[config.mk]
export PLATFORM = sky130hd
export DESIGN_NAME = isc_slave
export DESIGN_NICKNAME = d
export VERILOG_FILES = /design/src/common/isc_pkg.sv /design/src/rtl/isc_slave.sv
export SDC_FILE = /design/constraint.sdc
export NUM_CORES = 1
export LEC_CHECK = 0
export BUFFER_PORTS_ARGS = -buffer_cell sky130_fd_sc_hd__clkbuf_2
export CAP_MARGIN = 20
export CORE_ASPECT_RATIO = 2
export CORE_UTILIZATION = 35
export CTS_BUF_LIST = sky130_fd_sc_hd__clkbuf_8
export CTS_CLUSTER_SIZE = 28
export DETAILED_ROUTE_END_ITERATION = 8
export PLACE_DENSITY = 0.55
export SYNTH_ARGS = -nofsm -noshare
export SYNTH_HDL_FRONTEND = slang
export SYNTH_SLANG_ARGS = --single-unit
[constraint.sdc]
create_clock -name hclk -period 2.1 [get_ports hclk]
set_input_delay 0 -clock hclk [delete_from_list [all_inputs] [get_ports hclk]]
set_output_delay 0 -clock hclk [all_outputs]
set_load 0.01 [all_outputs]
[src/common/isc_pkg.sv]
package isc_pkg;

  // =====================================================================
  // Register map: indices as printed, byte address is four times the index
  // =====================================================================
  localparam logic [5:0] IDX_MASTER_CTRL  = 6'h03;
  localparam logic [5:0] IDX_SLAVE_CTRL_A = 6'h09;
  localparam logic [5:0] IDX_SLAVE_CTRL_B = 6'h0a;
  localparam logic [5:0] IDX_SLAVE_STATUS = 6'h0b;
  localparam logic [5:0] IDX_OWN_ADDRESS  = 6'h0c;
  localparam logic [5:0] IDX_SLAVE_DATA   = 6'h0d;

  // =====================================================================
  // Field positions
  // =====================================================================
  localparam int MCTRL_ENABLE_BIT   = 0;
  localparam int SCTRLA_ENABLE_BIT  = 0;
  localparam int SCTRLA_STOPEN_BIT  = 5;
  localparam int SLAVE_CONTROL_SECOND_ACK_ACTION_BIT_BIT  = 2;
  localparam int SLAVE_CONTROL_SECOND_CMD_LSB     = 0;
  localparam int STAT_DONE_BIT      = 7;
  localparam int STAT_ADDRSTOP_BIT  = 6;
  localparam int STAT_STRETCH_BIT   = 5;
  localparam int STAT_RECEIVED_ACK_BIT_BIT     = 4;
  localparam int STAT_TRANSMIT_COLLISION_FLAG_BIT      = 3;
  localparam int STAT_BUS_ERROR_FLAG_BIT    = 2;
  localparam int STAT_DIR_BIT       = 1;
  localparam int STAT_CAUSE_BIT     = 0;
  localparam int OWN_GENCALL_BIT    = 0;

  // =====================================================================
  // Reset values and codes
  // =====================================================================
  localparam logic [7:0] OWN_ADDRESS_RESET = 8'h00;
  localparam logic [7:0] SLAVE_DATA_RESET  = 8'h00;
  localparam logic [1:0] NO_ACTION_CODE            = 2'h0;
  localparam logic [1:0] RESERVED_CODE             = 2'h1;
  localparam logic [1:0] COMPLETE_TRANSACTION_CODE = 2'h2;
  localparam logic [1:0] RESPONSE_CODE             = 2'h3;
  localparam logic [3:0] BITS_PER_BYTE             = 4'h8;
  localparam logic [1:0] HTRANS_NONSEQ_MSB         = 2'h2;

  typedef enum {
    ST_IDLE,
    ST_ADDR,
    ST_HOLD,
    ST_ACK_OUT,
    ST_RX,
    ST_TX,
    ST_ACK_IN,
    ST_WAIT_START
  } isc_state_type;

  // What follows an outgoing acknowledge
  typedef enum {
    AFTER_RX,
    AFTER_DATA_HOLD,
    AFTER_WAIT_START
  } isc_after_type;

  typedef struct packed {
    logic slave_byte_done_flag;
    logic address_stop_flag;
    logic clock_stretch_flag;
    logic received_ack_bit;
    logic transmit_collision_flag;
    logic bus_error_flag;
    logic direction;
    logic address_or_stop_cause;
  } isc_status_type;

endpackage

[src/rtl/isc_slave.sv]
`timescale 1ns/1ps
// Notes on behaviour
// RULE1: Command field is a write-only strobe, reads zero, each write acts once.
// RULE2: Codes: 0 nothing, 1 reserved, 2 complete transaction, 3 response.
// RULE3: Complete with master-write: send acknowledge action, then idle until a start.
// RULE4: Complete with master-read: send nothing, wait for next start.
// RULE5: Response after address: acknowledge, then receive byte or raise data flag.
// RULE6: Response after data: acknowledge and receive, or transmit byte then take ack.
// RULE7: Acknowledge choice written with a command applies to that command.
// RULE8: Data flag sets at byte end, clean or after a collision.
// RULE9: Data and address/stop flags clear by write-one, data access or command.
// RULE10: Address/stop flag sets on address match or on stop.
// RULE11: Cause bit reads 0 for stop, 1 for address.
// RULE12: Pending address or data flag holds clock low and shows stretch flag.
// RULE13: Received-ack bit keeps the last acknowledge sent by the master.
// RULE14: Failed high bit or NACK sets collision and stops driving lows.
// RULE15: Collision flag clears by write-one or on any start.
// RULE16: Misplaced start, repeated start or stop sets bus error; write-one clears.
// RULE17: Bus error detection only while master section is enabled.
// RULE18: Direction bit holds the read/write bit of the last address.
// RULE19: Software normally clears flags through data accesses or commands.
// RULE20: Acknowledge bit 0 sends ACK, 1 NACK, on data access or command.
// RULE21: Stop sets address/stop flag only when stop enable is 1.
// RULE22: Own address bits 7:1 hold address, bit 0 enables general call.
// RULE23: Reserved command code changes nothing, like the no-action code.
// RULE24: Software waits for a flag before issuing response or complete.
module isc_slave #(
  parameter int SYNC_STAGES = 3
) (
  input  wire logic        hclk,
  input  wire logic        hresetn,
  input  wire logic        hsel,
  input  wire logic [31:0] haddr,
  input  wire logic [1:0]  htrans,
  input  wire logic        hwrite,
  input  wire logic [2:0]  hsize,
  input  wire logic [31:0] hwdata,
  input  wire logic        hready,
  output logic      [31:0] hrdata,
  output logic             hreadyout,
  output logic             hresp,
  input  wire logic        scl_in,
  output logic             scl_out,
  output logic             scl_oe,
  input  wire logic        sda_in,
  output logic             sda_out,
  output logic             sda_oe
);

  initial
  begin
    if (SYNC_STAGES != 3)
      $error("isc_slave: SYNC_STAGES must be 3");
  end

  // =====================================================================
  // Pin synchronisers
  // =====================================================================
  logic [SYNC_STAGES-1:0] scl_q_r;
  logic [SYNC_STAGES-1:0] sda_q_r;
  logic                   scl_s_r;
  logic                   sda_s_r;
  logic                   scl_prev_r;
  logic                   sda_prev_r;

  // A change counts only once the last two stages agree
  always_ff @(posedge hclk or negedge hresetn)
  begin
    if (!hresetn)
    begin
      scl_q_r    <= '1;
      sda_q_r    <= '1;
      scl_s_r    <= 1'b1;
      sda_s_r    <= 1'b1;
      scl_prev_r <= 1'b1;
      sda_prev_r <= 1'b1;
    end
    else
    begin
      scl_q_r    <= {scl_q_r[SYNC_STAGES-2:0], scl_in};
      sda_q_r    <= {sda_q_r[SYNC_STAGES-2:0], sda_in};
      if (scl_q_r[1] == scl_q_r[2])
        scl_s_r <= scl_q_r[2];
      if (sda_q_r[1] == sda_q_r[2])
        sda_s_r <= sda_q_r[2];
      scl_prev_r <= scl_s_r;
      sda_prev_r <= sda_s_r;
    end
  end

  logic scl_rise;
  logic scl_fall;
  logic start_seen;
  logic stop_seen;

  assign scl_rise   = scl_s_r && !scl_prev_r;
  assign scl_fall   = !scl_s_r && scl_prev_r;
  assign start_seen = scl_s_r && scl_prev_r && !sda_s_r && sda_prev_r;
  assign stop_seen  = scl_s_r && scl_prev_r && sda_s_r && !sda_prev_r;

  // =====================================================================
  // AHB-Lite slave: address phase capture, zero wait states
  // =====================================================================
  logic       dph_valid_r;
  logic       dph_write_r;
  logic [5:0] dph_idx_r;
  logic       master_enable_r;
  logic       slave_enable_r;
  logic       stop_flag_enable_r;
  logic       ack_action_bit_r;
  logic [7:0] own_address_r;
  logic [7:0] slave_data_r;
  isc_pkg::isc_state_type state_r;
  isc_pkg::isc_status_type status;

  logic       wr_en;
  logic       rd_en;
  logic       wr_ctrl_b;
  logic       wr_status;
  logic       data_access;
  logic [1:0] cmd;
  logic       valid_cmd;
  logic       ack_now;

  assign wr_en       = dph_valid_r && dph_write_r;
  assign rd_en       = dph_valid_r && !dph_write_r;
  assign wr_ctrl_b   = wr_en && (dph_idx_r == isc_pkg::IDX_SLAVE_CTRL_B);
  assign wr_status   = wr_en && (dph_idx_r == isc_pkg::IDX_SLAVE_STATUS);
  assign data_access = (wr_en || rd_en) && (dph_idx_r == isc_pkg::IDX_SLAVE_DATA);
  assign cmd         = hwdata[isc_pkg::SLAVE_CONTROL_SECOND_CMD_LSB +: 2];
  // Only codes 2 and 3 act; 0 and 1 fall through untouched [RULE2] [RULE23]
  assign valid_cmd   = wr_ctrl_b && cmd[1];
  // A command takes the acknowledge choice written alongside it [RULE7]
  assign ack_now     = wr_ctrl_b ? hwdata[isc_pkg::SLAVE_CONTROL_SECOND_ACK_ACTION_BIT_BIT] : ack_action_bit_r;

  function automatic logic [31:0] read_value(input logic [5:0] idx);
    logic [31:0] v;
    v = 32'h0000_0000;
    case (idx)
      isc_pkg::IDX_MASTER_CTRL:  v[isc_pkg::MCTRL_ENABLE_BIT] = master_enable_r;
      isc_pkg::IDX_SLAVE_CTRL_A:
      begin
        v[isc_pkg::SCTRLA_ENABLE_BIT] = slave_enable_r;
        v[isc_pkg::SCTRLA_STOPEN_BIT] = stop_flag_enable_r;
      end
      // Command bits always read zero [RULE1]
      isc_pkg::IDX_SLAVE_CTRL_B: v[isc_pkg::SLAVE_CONTROL_SECOND_ACK_ACTION_BIT_BIT] = ack_action_bit_r;
      isc_pkg::IDX_SLAVE_STATUS: v[7:0] = status;
      isc_pkg::IDX_OWN_ADDRESS:  v[7:0] = own_address_r;
      isc_pkg::IDX_SLAVE_DATA:   v[7:0] = slave_data_r;
      default:                   v = 32'h0000_0000;
    endcase
    return v;
  endfunction

  always_ff @(posedge hclk or negedge hresetn)
  begin
    if (!hresetn)
    begin
      dph_valid_r <= 1'b0;
      dph_write_r <= 1'b0;
      dph_idx_r   <= 6'h00;
      hrdata      <= 32'h0000_0000;
      hreadyout   <= 1'b0;
      hresp       <= 1'b0;
    end
    else
    begin
      hreadyout   <= 1'b1;
      hresp       <= 1'b0;
      dph_valid_r <= hsel && hready && (htrans & isc_pkg::HTRANS_NONSEQ_MSB) != 2'h0;
      dph_write_r <= hwrite;
      // Upper address bits are not decoded; unmapped words read zero
      dph_idx_r   <= haddr[7:2];
      hrdata      <= read_value(haddr[7:2]);
    end
  end

  // Control registers written by software
  always_ff @(posedge hclk or negedge hresetn)
  begin
    if (!hresetn)
    begin
      master_enable_r    <= 1'b0;
      slave_enable_r     <= 1'b0;
      stop_flag_enable_r <= 1'b0;
      ack_action_bit_r   <= 1'b0;
      own_address_r      <= isc_pkg::OWN_ADDRESS_RESET;
    end
    else if (wr_en)
    begin
      case (dph_idx_r)
        isc_pkg::IDX_MASTER_CTRL:  master_enable_r <= hwdata[isc_pkg::MCTRL_ENABLE_BIT];
        isc_pkg::IDX_SLAVE_CTRL_A:
        begin
          slave_enable_r     <= hwdata[isc_pkg::SCTRLA_ENABLE_BIT];
          stop_flag_enable_r <= hwdata[isc_pkg::SCTRLA_STOPEN_BIT];
        end
        isc_pkg::IDX_SLAVE_CTRL_B: ack_action_bit_r <= hwdata[isc_pkg::SLAVE_CONTROL_SECOND_ACK_ACTION_BIT_BIT];
        isc_pkg::IDX_OWN_ADDRESS:  own_address_r <= hwdata[7:0];
        default:                   own_address_r <= own_address_r;
      endcase
    end
  end

  // =====================================================================
  // Slave sequencer and status flags
  // =====================================================================
  isc_pkg::isc_after_type after_r;
  logic [3:0] bit_cnt_r;
  logic       hold_data_r;
  logic       drive_low_r;
  logic       ack_val_r;
  logic       done_r;
  logic       addr_stop_r;
  logic       received_ack_bit_r;
  logic       transmit_collision_flag_r;
  logic       bus_error_flag_r;
  logic       dir_r;
  logic       cause_r;

  logic       in_hold;
  logic       go_resp;
  logic       go_comp;
  logic       flag_clear;
  logic       addr_match;
  logic       mid_byte;
  logic       byte_end;

  assign in_hold    = (state_r == isc_pkg::ST_HOLD);
  assign go_resp    = in_hold && ((valid_cmd && cmd == isc_pkg::RESPONSE_CODE) || data_access);
  assign go_comp    = in_hold && valid_cmd && cmd == isc_pkg::COMPLETE_TRANSACTION_CODE;
  assign flag_clear = valid_cmd || data_access; // [RULE9]
  // General call only when enabled by the low own-address bit [RULE22]
  assign addr_match = (slave_data_r[7:1] == own_address_r[7:1])
                   || (slave_data_r[7:1] == 7'h00 && own_address_r[isc_pkg::OWN_GENCALL_BIT]);
  assign byte_end   = scl_fall && bit_cnt_r == isc_pkg::BITS_PER_BYTE;
  assign mid_byte   = (state_r == isc_pkg::ST_ADDR || state_r == isc_pkg::ST_RX
                    || state_r == isc_pkg::ST_TX) && bit_cnt_r != 4'h0;

  always_comb
  begin
    status.slave_byte_done_flag    = done_r;
    status.address_stop_flag       = addr_stop_r;
    status.clock_stretch_flag      = in_hold; // [RULE12]
    status.received_ack_bit        = received_ack_bit_r;
    status.transmit_collision_flag = transmit_collision_flag_r;
    status.bus_error_flag          = bus_error_flag_r;
    status.direction               = dir_r;
    status.address_or_stop_cause   = cause_r;
  end

  always_ff @(posedge hclk or negedge hresetn)
  begin
    if (!hresetn)
    begin
      state_r      <= isc_pkg::ST_IDLE;
      after_r      <= isc_pkg::AFTER_RX;
      bit_cnt_r    <= 4'h0;
      hold_data_r  <= 1'b0;
      drive_low_r  <= 1'b0;
      ack_val_r    <= 1'b0;
      slave_data_r <= isc_pkg::SLAVE_DATA_RESET;
      done_r       <= 1'b0;
      addr_stop_r  <= 1'b0;
      received_ack_bit_r      <= 1'b0;
      transmit_collision_flag_r       <= 1'b0;
      bus_error_flag_r     <= 1'b0;
      dir_r        <= 1'b0;
      cause_r      <= 1'b0;
    end
    else
    begin
      // Clears first; any hardware set below overrides them in the same cycle
      if (flag_clear || (wr_status && hwdata[isc_pkg::STAT_DONE_BIT]))
        done_r <= 1'b0; // [RULE9]
      if (flag_clear || (wr_status && hwdata[isc_pkg::STAT_ADDRSTOP_BIT]))
        addr_stop_r <= 1'b0; // [RULE9]
      if (wr_status && hwdata[isc_pkg::STAT_TRANSMIT_COLLISION_FLAG_BIT])
        transmit_collision_flag_r <= 1'b0; // [RULE15]
      if (wr_status && hwdata[isc_pkg::STAT_BUS_ERROR_FLAG_BIT])
        bus_error_flag_r <= 1'b0; // [RULE16]
      // Writes are refused while a byte is shifting
      if (in_hold && wr_en && dph_idx_r == isc_pkg::IDX_SLAVE_DATA)
        slave_data_r <= hwdata[7:0];

      if (start_seen || stop_seen)
      begin
        // Misplaced conditions need the master-side detector [RULE16] [RULE17]
        if (master_enable_r && (mid_byte || (stop_seen && state_r == isc_pkg::ST_ADDR)))
          bus_error_flag_r <= 1'b1;
        drive_low_r <= 1'b0;
        bit_cnt_r   <= 4'h0;
      end

      if (start_seen)
      begin
        transmit_collision_flag_r  <= 1'b0; // [RULE15]
        state_r <= slave_enable_r ? isc_pkg::ST_ADDR : isc_pkg::ST_IDLE;
      end
      else if (stop_seen)
      begin
        if (stop_flag_enable_r && state_r != isc_pkg::ST_IDLE)
        begin
          addr_stop_r <= 1'b1; // [RULE10] [RULE21]
          cause_r     <= 1'b0; // [RULE11]
        end
        state_r <= isc_pkg::ST_IDLE;
      end
      else
      begin
        case (state_r)
          isc_pkg::ST_ADDR, isc_pkg::ST_RX:
          begin
            if (scl_rise)
            begin
              slave_data_r <= {slave_data_r[6:0], sda_s_r};
              bit_cnt_r    <= bit_cnt_r + 4'h1;
            end
            if (byte_end)
            begin
              bit_cnt_r <= 4'h0;
              if (state_r == isc_pkg::ST_RX)
              begin
                done_r      <= 1'b1; // [RULE8]
                hold_data_r <= 1'b1;
                state_r     <= isc_pkg::ST_HOLD;
              end
              else if (addr_match)
              begin
                dir_r       <= slave_data_r[0]; // [RULE18]
                addr_stop_r <= 1'b1; // [RULE10]
                cause_r     <= 1'b1; // [RULE11]
                hold_data_r <= 1'b0;
                state_r     <= isc_pkg::ST_HOLD;
              end
              else
                state_r <= isc_pkg::ST_WAIT_START;
            end
          end
          isc_pkg::ST_HOLD:
          begin
            // Once both flags are cleared by hand the clock is released and the exchange ends
            if (!done_r && !addr_stop_r)
              state_r <= isc_pkg::ST_WAIT_START; // [RULE12]
            else if (go_comp)
            begin
              if (!dir_r)
              begin
                ack_val_r   <= ack_now; // [RULE3] [RULE20]
                drive_low_r <= !ack_now;
                after_r     <= isc_pkg::AFTER_WAIT_START;
                state_r     <= isc_pkg::ST_ACK_OUT;
              end
              else
                state_r <= isc_pkg::ST_WAIT_START; // [RULE4]
            end
            else if (go_resp)
            begin
              if (hold_data_r && dir_r)
              begin
                drive_low_r <= !((wr_en && dph_idx_r == isc_pkg::IDX_SLAVE_DATA)
                               ? hwdata[7] : slave_data_r[7]); // [RULE6]
                bit_cnt_r   <= 4'h0;
                state_r     <= isc_pkg::ST_TX;
              end
              else
              begin
                ack_val_r   <= ack_now; // [RULE5] [RULE6] [RULE20]
                drive_low_r <= !ack_now;
                after_r     <= (dir_r && !hold_data_r) ? isc_pkg::AFTER_DATA_HOLD
                                                       : isc_pkg::AFTER_RX;
                state_r     <= isc_pkg::ST_ACK_OUT;
              end
            end
          end
          isc_pkg::ST_ACK_OUT:
          begin
            if (scl_rise && ack_val_r && !sda_s_r)
              transmit_collision_flag_r <= 1'b1; // [RULE14]
            if (scl_fall)
            begin
              drive_low_r <= 1'b0;
              bit_cnt_r   <= 4'h0;
              case (after_r)
                isc_pkg::AFTER_RX:         state_r <= isc_pkg::ST_RX;
                isc_pkg::AFTER_DATA_HOLD:
                begin
                  done_r      <= 1'b1; // [RULE5]
                  hold_data_r <= 1'b1;
                  state_r     <= isc_pkg::ST_HOLD;
                end
                default:                   state_r <= isc_pkg::ST_WAIT_START;
              endcase
            end
          end
          isc_pkg::ST_TX:
          begin
            if (scl_rise)
            begin
              if (slave_data_r[7] && !sda_s_r)
                transmit_collision_flag_r <= 1'b1; // [RULE14]
              bit_cnt_r <= bit_cnt_r + 4'h1;
            end
            if (scl_fall)
            begin
              slave_data_r <= {slave_data_r[6:0], 1'b1};
              drive_low_r  <= (bit_cnt_r == isc_pkg::BITS_PER_BYTE) ? 1'b0 : !slave_data_r[6];
              if (bit_cnt_r == isc_pkg::BITS_PER_BYTE)
                state_r <= isc_pkg::ST_ACK_IN;
            end
          end
          isc_pkg::ST_ACK_IN:
          begin
            if (scl_rise)
              received_ack_bit_r <= sda_s_r; // [RULE13]
            if (scl_fall)
            begin
              done_r      <= 1'b1; // [RULE8]
              hold_data_r <= 1'b1;
              state_r     <= isc_pkg::ST_HOLD;
            end
          end
          isc_pkg::ST_IDLE, isc_pkg::ST_WAIT_START:
            drive_low_r <= 1'b0;
          default:
            state_r <= isc_pkg::ST_IDLE;
        endcase
      end
    end
  end

  // =====================================================================
  // Open-drain pin drivers
  // =====================================================================
  // A collision stops every low on the data line until a start or a write-one clears its flag
  always_ff @(posedge hclk or negedge hresetn)
  begin
    if (!hresetn)
    begin
      scl_out <= 1'b0;
      scl_oe  <= 1'b0;
      sda_out <= 1'b0;
      sda_oe  <= 1'b0;
    end
    else
    begin
      scl_out <= 1'b0;
      sda_out <= 1'b0;
      scl_oe  <= in_hold; // [RULE12]
      sda_oe  <= drive_low_r && !transmit_collision_flag_r; // [RULE14]
    end
  end

endmodule

==> reports/qor.csv <==
metric,value,unit
Final Skew,9.91,ps
Final HPWL DP,7.83,mm
final hold viol count,0,
WP data arrival,2240,ps
measured slew at the worst slew-check pin,554,ps
Power Total,4.31,mW
most common cell in the netlist,dfrtp_1,
"Design Area, Final",4400,um^2
sequential group share of total power,40.9,%
core footprint,10100,um^2
All-Layer GR Usage,21.2,%
mean post-synth cell area,10.1,um^2
"Primary FF master, synth",dfrtp_1,
CP max FO,4,
final worst-path cycle share,95.4,%
cell family with most CP delay,compound AO/OA/AOI/OAI gates,
sequential standard cell area,1710,um^2
Yosys top cell area share,40.1,%
Syn-to-layout area delta,21.5,%
CTS tree,yes,
Worst setup EP type,flop,
IO buf count,32,
Net Sw Frac,38.2,%
Avg WL per Cell,17.7,um
Comb pwr share,36.8,%
GP Congestion,0.867,
footprint of the multi-input gates,1730,um^2
PwrDens,980,nW/um^2
RSZ-0062 raised after global routing,false,
pin count of the biggest net entering global routing,26,
Startpoint Class,flop,
grt ovf,0,
Post-Route WL,10.3,mm
global-route wire length before repair,16.4,mm
critical path class,reg -> reg,
"Buf+Inv Stages, Crit Path",0,
maximum level of the CTS H-tree,3,
FILL cells,1024,
Die H,146,um
Pins Over Slew Limit,0,
Hold Slack,13.5,ps
post-route ant nets,0,
# IOs,114,
commonest cells in the synthesized netlist,"dfrtp_1, nand2_1, o21ai_0",
Final WS setup,95.6,ps
Final Setup Violations,0,
critical path required time,2340,ps
Die Footprint,10800,um^2
DRC,0,
"EDFF count, synth",0,
status,completed,
Max IR drop VDD,0.454,mV
#FFs+latches synth,68,
num rows,52,
share of flip-flops with an asynchronous set or reset,100,%
clock-pin slew on the worst setup and hold paths,80,ps
Post-Place Cells,547,
clock group share of total power,22.2,%
Sw Pwr,1.65,mW
clk sinks,68,
Initial Util,35.9,%
Vias,2962,
P_int,2.66,mW
ant diodes,0,
placed cell area,4040,um^2
Synth area leader,dfrtp_1,
minimum clock period,2000,ps
number of global-route vias before repair,3102,
fmax,0.499,GHz
Hold Path Class,in -> reg,
DRT Pass-1 Iters,4,
"top cells by area, synth","dfrtp_1, dfstp_2, buf_4, mux2_2, mux2i_1",
YS warnings,0,
Crit-path slowest cell,dfrtp_1,
"Cell Area, Synth",3620,um^2
Post-Syn Instances,359,
clock root buffer master,clkbuf_8,
max-cap violations,0,
clock tree buffer depth,2,
max incr delay on CP,450,ps
Place WS,-35.8,ps
share of layout cells above drive strength 1,26.0,%
1st-iter DRT viols,140,
TNS Setup,0,ps
initial antenna violation count,0,
final cell count without fillers,581,
DIE WIDTH,73.9,um
layout net count,519,
Yosys cell types,55,
relative slew slack,63.0,%
register area share after synthesis,47.4,%
"Core Util, Final",43.6,%
CTS Buf Count,9,
insertion delay to the later sink of the worst-skew pair,360,ps
Leak,2.02,nW
Vias per Instance,5.10,
crit-path cells,nor4b_4 -> nand2_1 -> mux2i_2 -> a2111o_1 -> a31oi_1 -> a211oi_2,
## worst register-to-register path, stage by stage (launching register included)
cell	delay [ps]
dfrtp_1	450
nor4b_4	360
nand2_1	160
mux2i_2	200
a2111o_1	430
a31oi_1	210
a211oi_2	90
## placed cells by master, fill, tap and decap left out, drive strengths merged, types with 4 or more instances in the layout
| cell type | netlist | final |
|---|---|---|
| mux2i | 17 | 17 |
| nor2 | 21 | 21 |
| nand2b | 4 | 4 |
| xor2 | 8 | 8 |
| nand2 | 43 | 43 |
| buf | 30 | 34 |
| a31oi | 6 | 6 |
| nand3 | 10 | 10 |
| a21oi | 12 | 12 |
| a311oi | 4 | 4 |
| dlygate4sd3 | 0 | 17 |
| clkbuf | 7 | 41 |
| dfrtp | 58 | 58 |
| nor2b | 4 | 4 |
| nor4b | 5 | 5 |
| and3 | 4 | 4 |
| conb | 2 | 28 |
| nor3 | 8 | 8 |
| inv | 10 | 12 |
| and2 | 5 | 5 |
| a211oi | 4 | 4 |
| mux2 | 16 | 16 |
| dfstp | 10 | 10 |
| o21ai | 29 | 29 |
## logic make-up (layout without fill, tap and decap cells)
kind of cell,Yosys count,in the layout,share of synthesized area (%)
xor gates and xnor gates,8,8,1.94
buffers and inverters,47,108,7.78
and+or+nand+nor,120,120,17.9
adders and majority gates,4,4,1.25
DFF,68,68,47.4
AOI/OAI and AO/OA,77,77,13.8
muxes,33,33,9.69
other,2,28,0.208
## worst paths after layout
kind,from,end,slack [ps],depth (start not counted)
worst max-delay path,dph_idx_r[5],drive_low_r,100,6
worst min-delay path,hwdata[0],master_enable_r,10,2
worst max register to register,dph_idx_r[5],drive_low_r,100,6
worst min register to register,scl_q_r[0],scl_q_r[1],360,0
max in group asynchronous,hresetn,scl_q_r[0],1150,3
min in group asynchronous,hresetn,state_r[2],160,2
## state kept, by name (all words and copies together), names as in the netlist, 2 cells and up
| name | flops |
|---|---|
| dph_idx_r | 6 |
| sda_q_r | 3 |
| own_address_r | 8 |
| after_r | 2 |
| scl_q_r | 3 |
| hrdata | 8 |
| slave_data_r | 8 |
| bit_cnt_r | 4 |
| state_r | 3 |
## metal layers
layer / GRT usage (%) / vias up / share of wire [%]
met3: 4.43 / 33 / 2.4
met1: 21.0 / 1449 / 35
met5: 0 / - / 0
li1: - / 1405 / -
met4: 14.5 / 0 / 5.9
met2: 37.6 / 75 / 57
## what timing repair did
action | 4_1_cts | 5_1_grt
endpoints found under the hold margin | 44 | 0
buffers inserted | 0 | 1
endpoints found under the setup margin | 1 | 1
gates resized for setup | 1 | 1
hold buffers | 17 | 0
## final cells by class
class	instances	share of cell area [%]
timing repair buffer	82	13.1
clock inverter	6	0.740
clock buffer	10	3.13
sequential	68	39.0
tap	135	3.84
multi-input combinational	270	39.3
inverter	10	0.854
## power groups by stage
stage	combinational (mW)	clock (mW)	sequential [mW]
after floorplan	0.920	0	1.75
after global routing	1.75	1.03	1.80
after detailed placement	1.54	0	1.79
final	1.59	0.958	1.76
after CTS	1.57	0.993	1.77
after global placement	1.53	0	1.78
No activity file was read; power rests on OpenSTA's default activity.
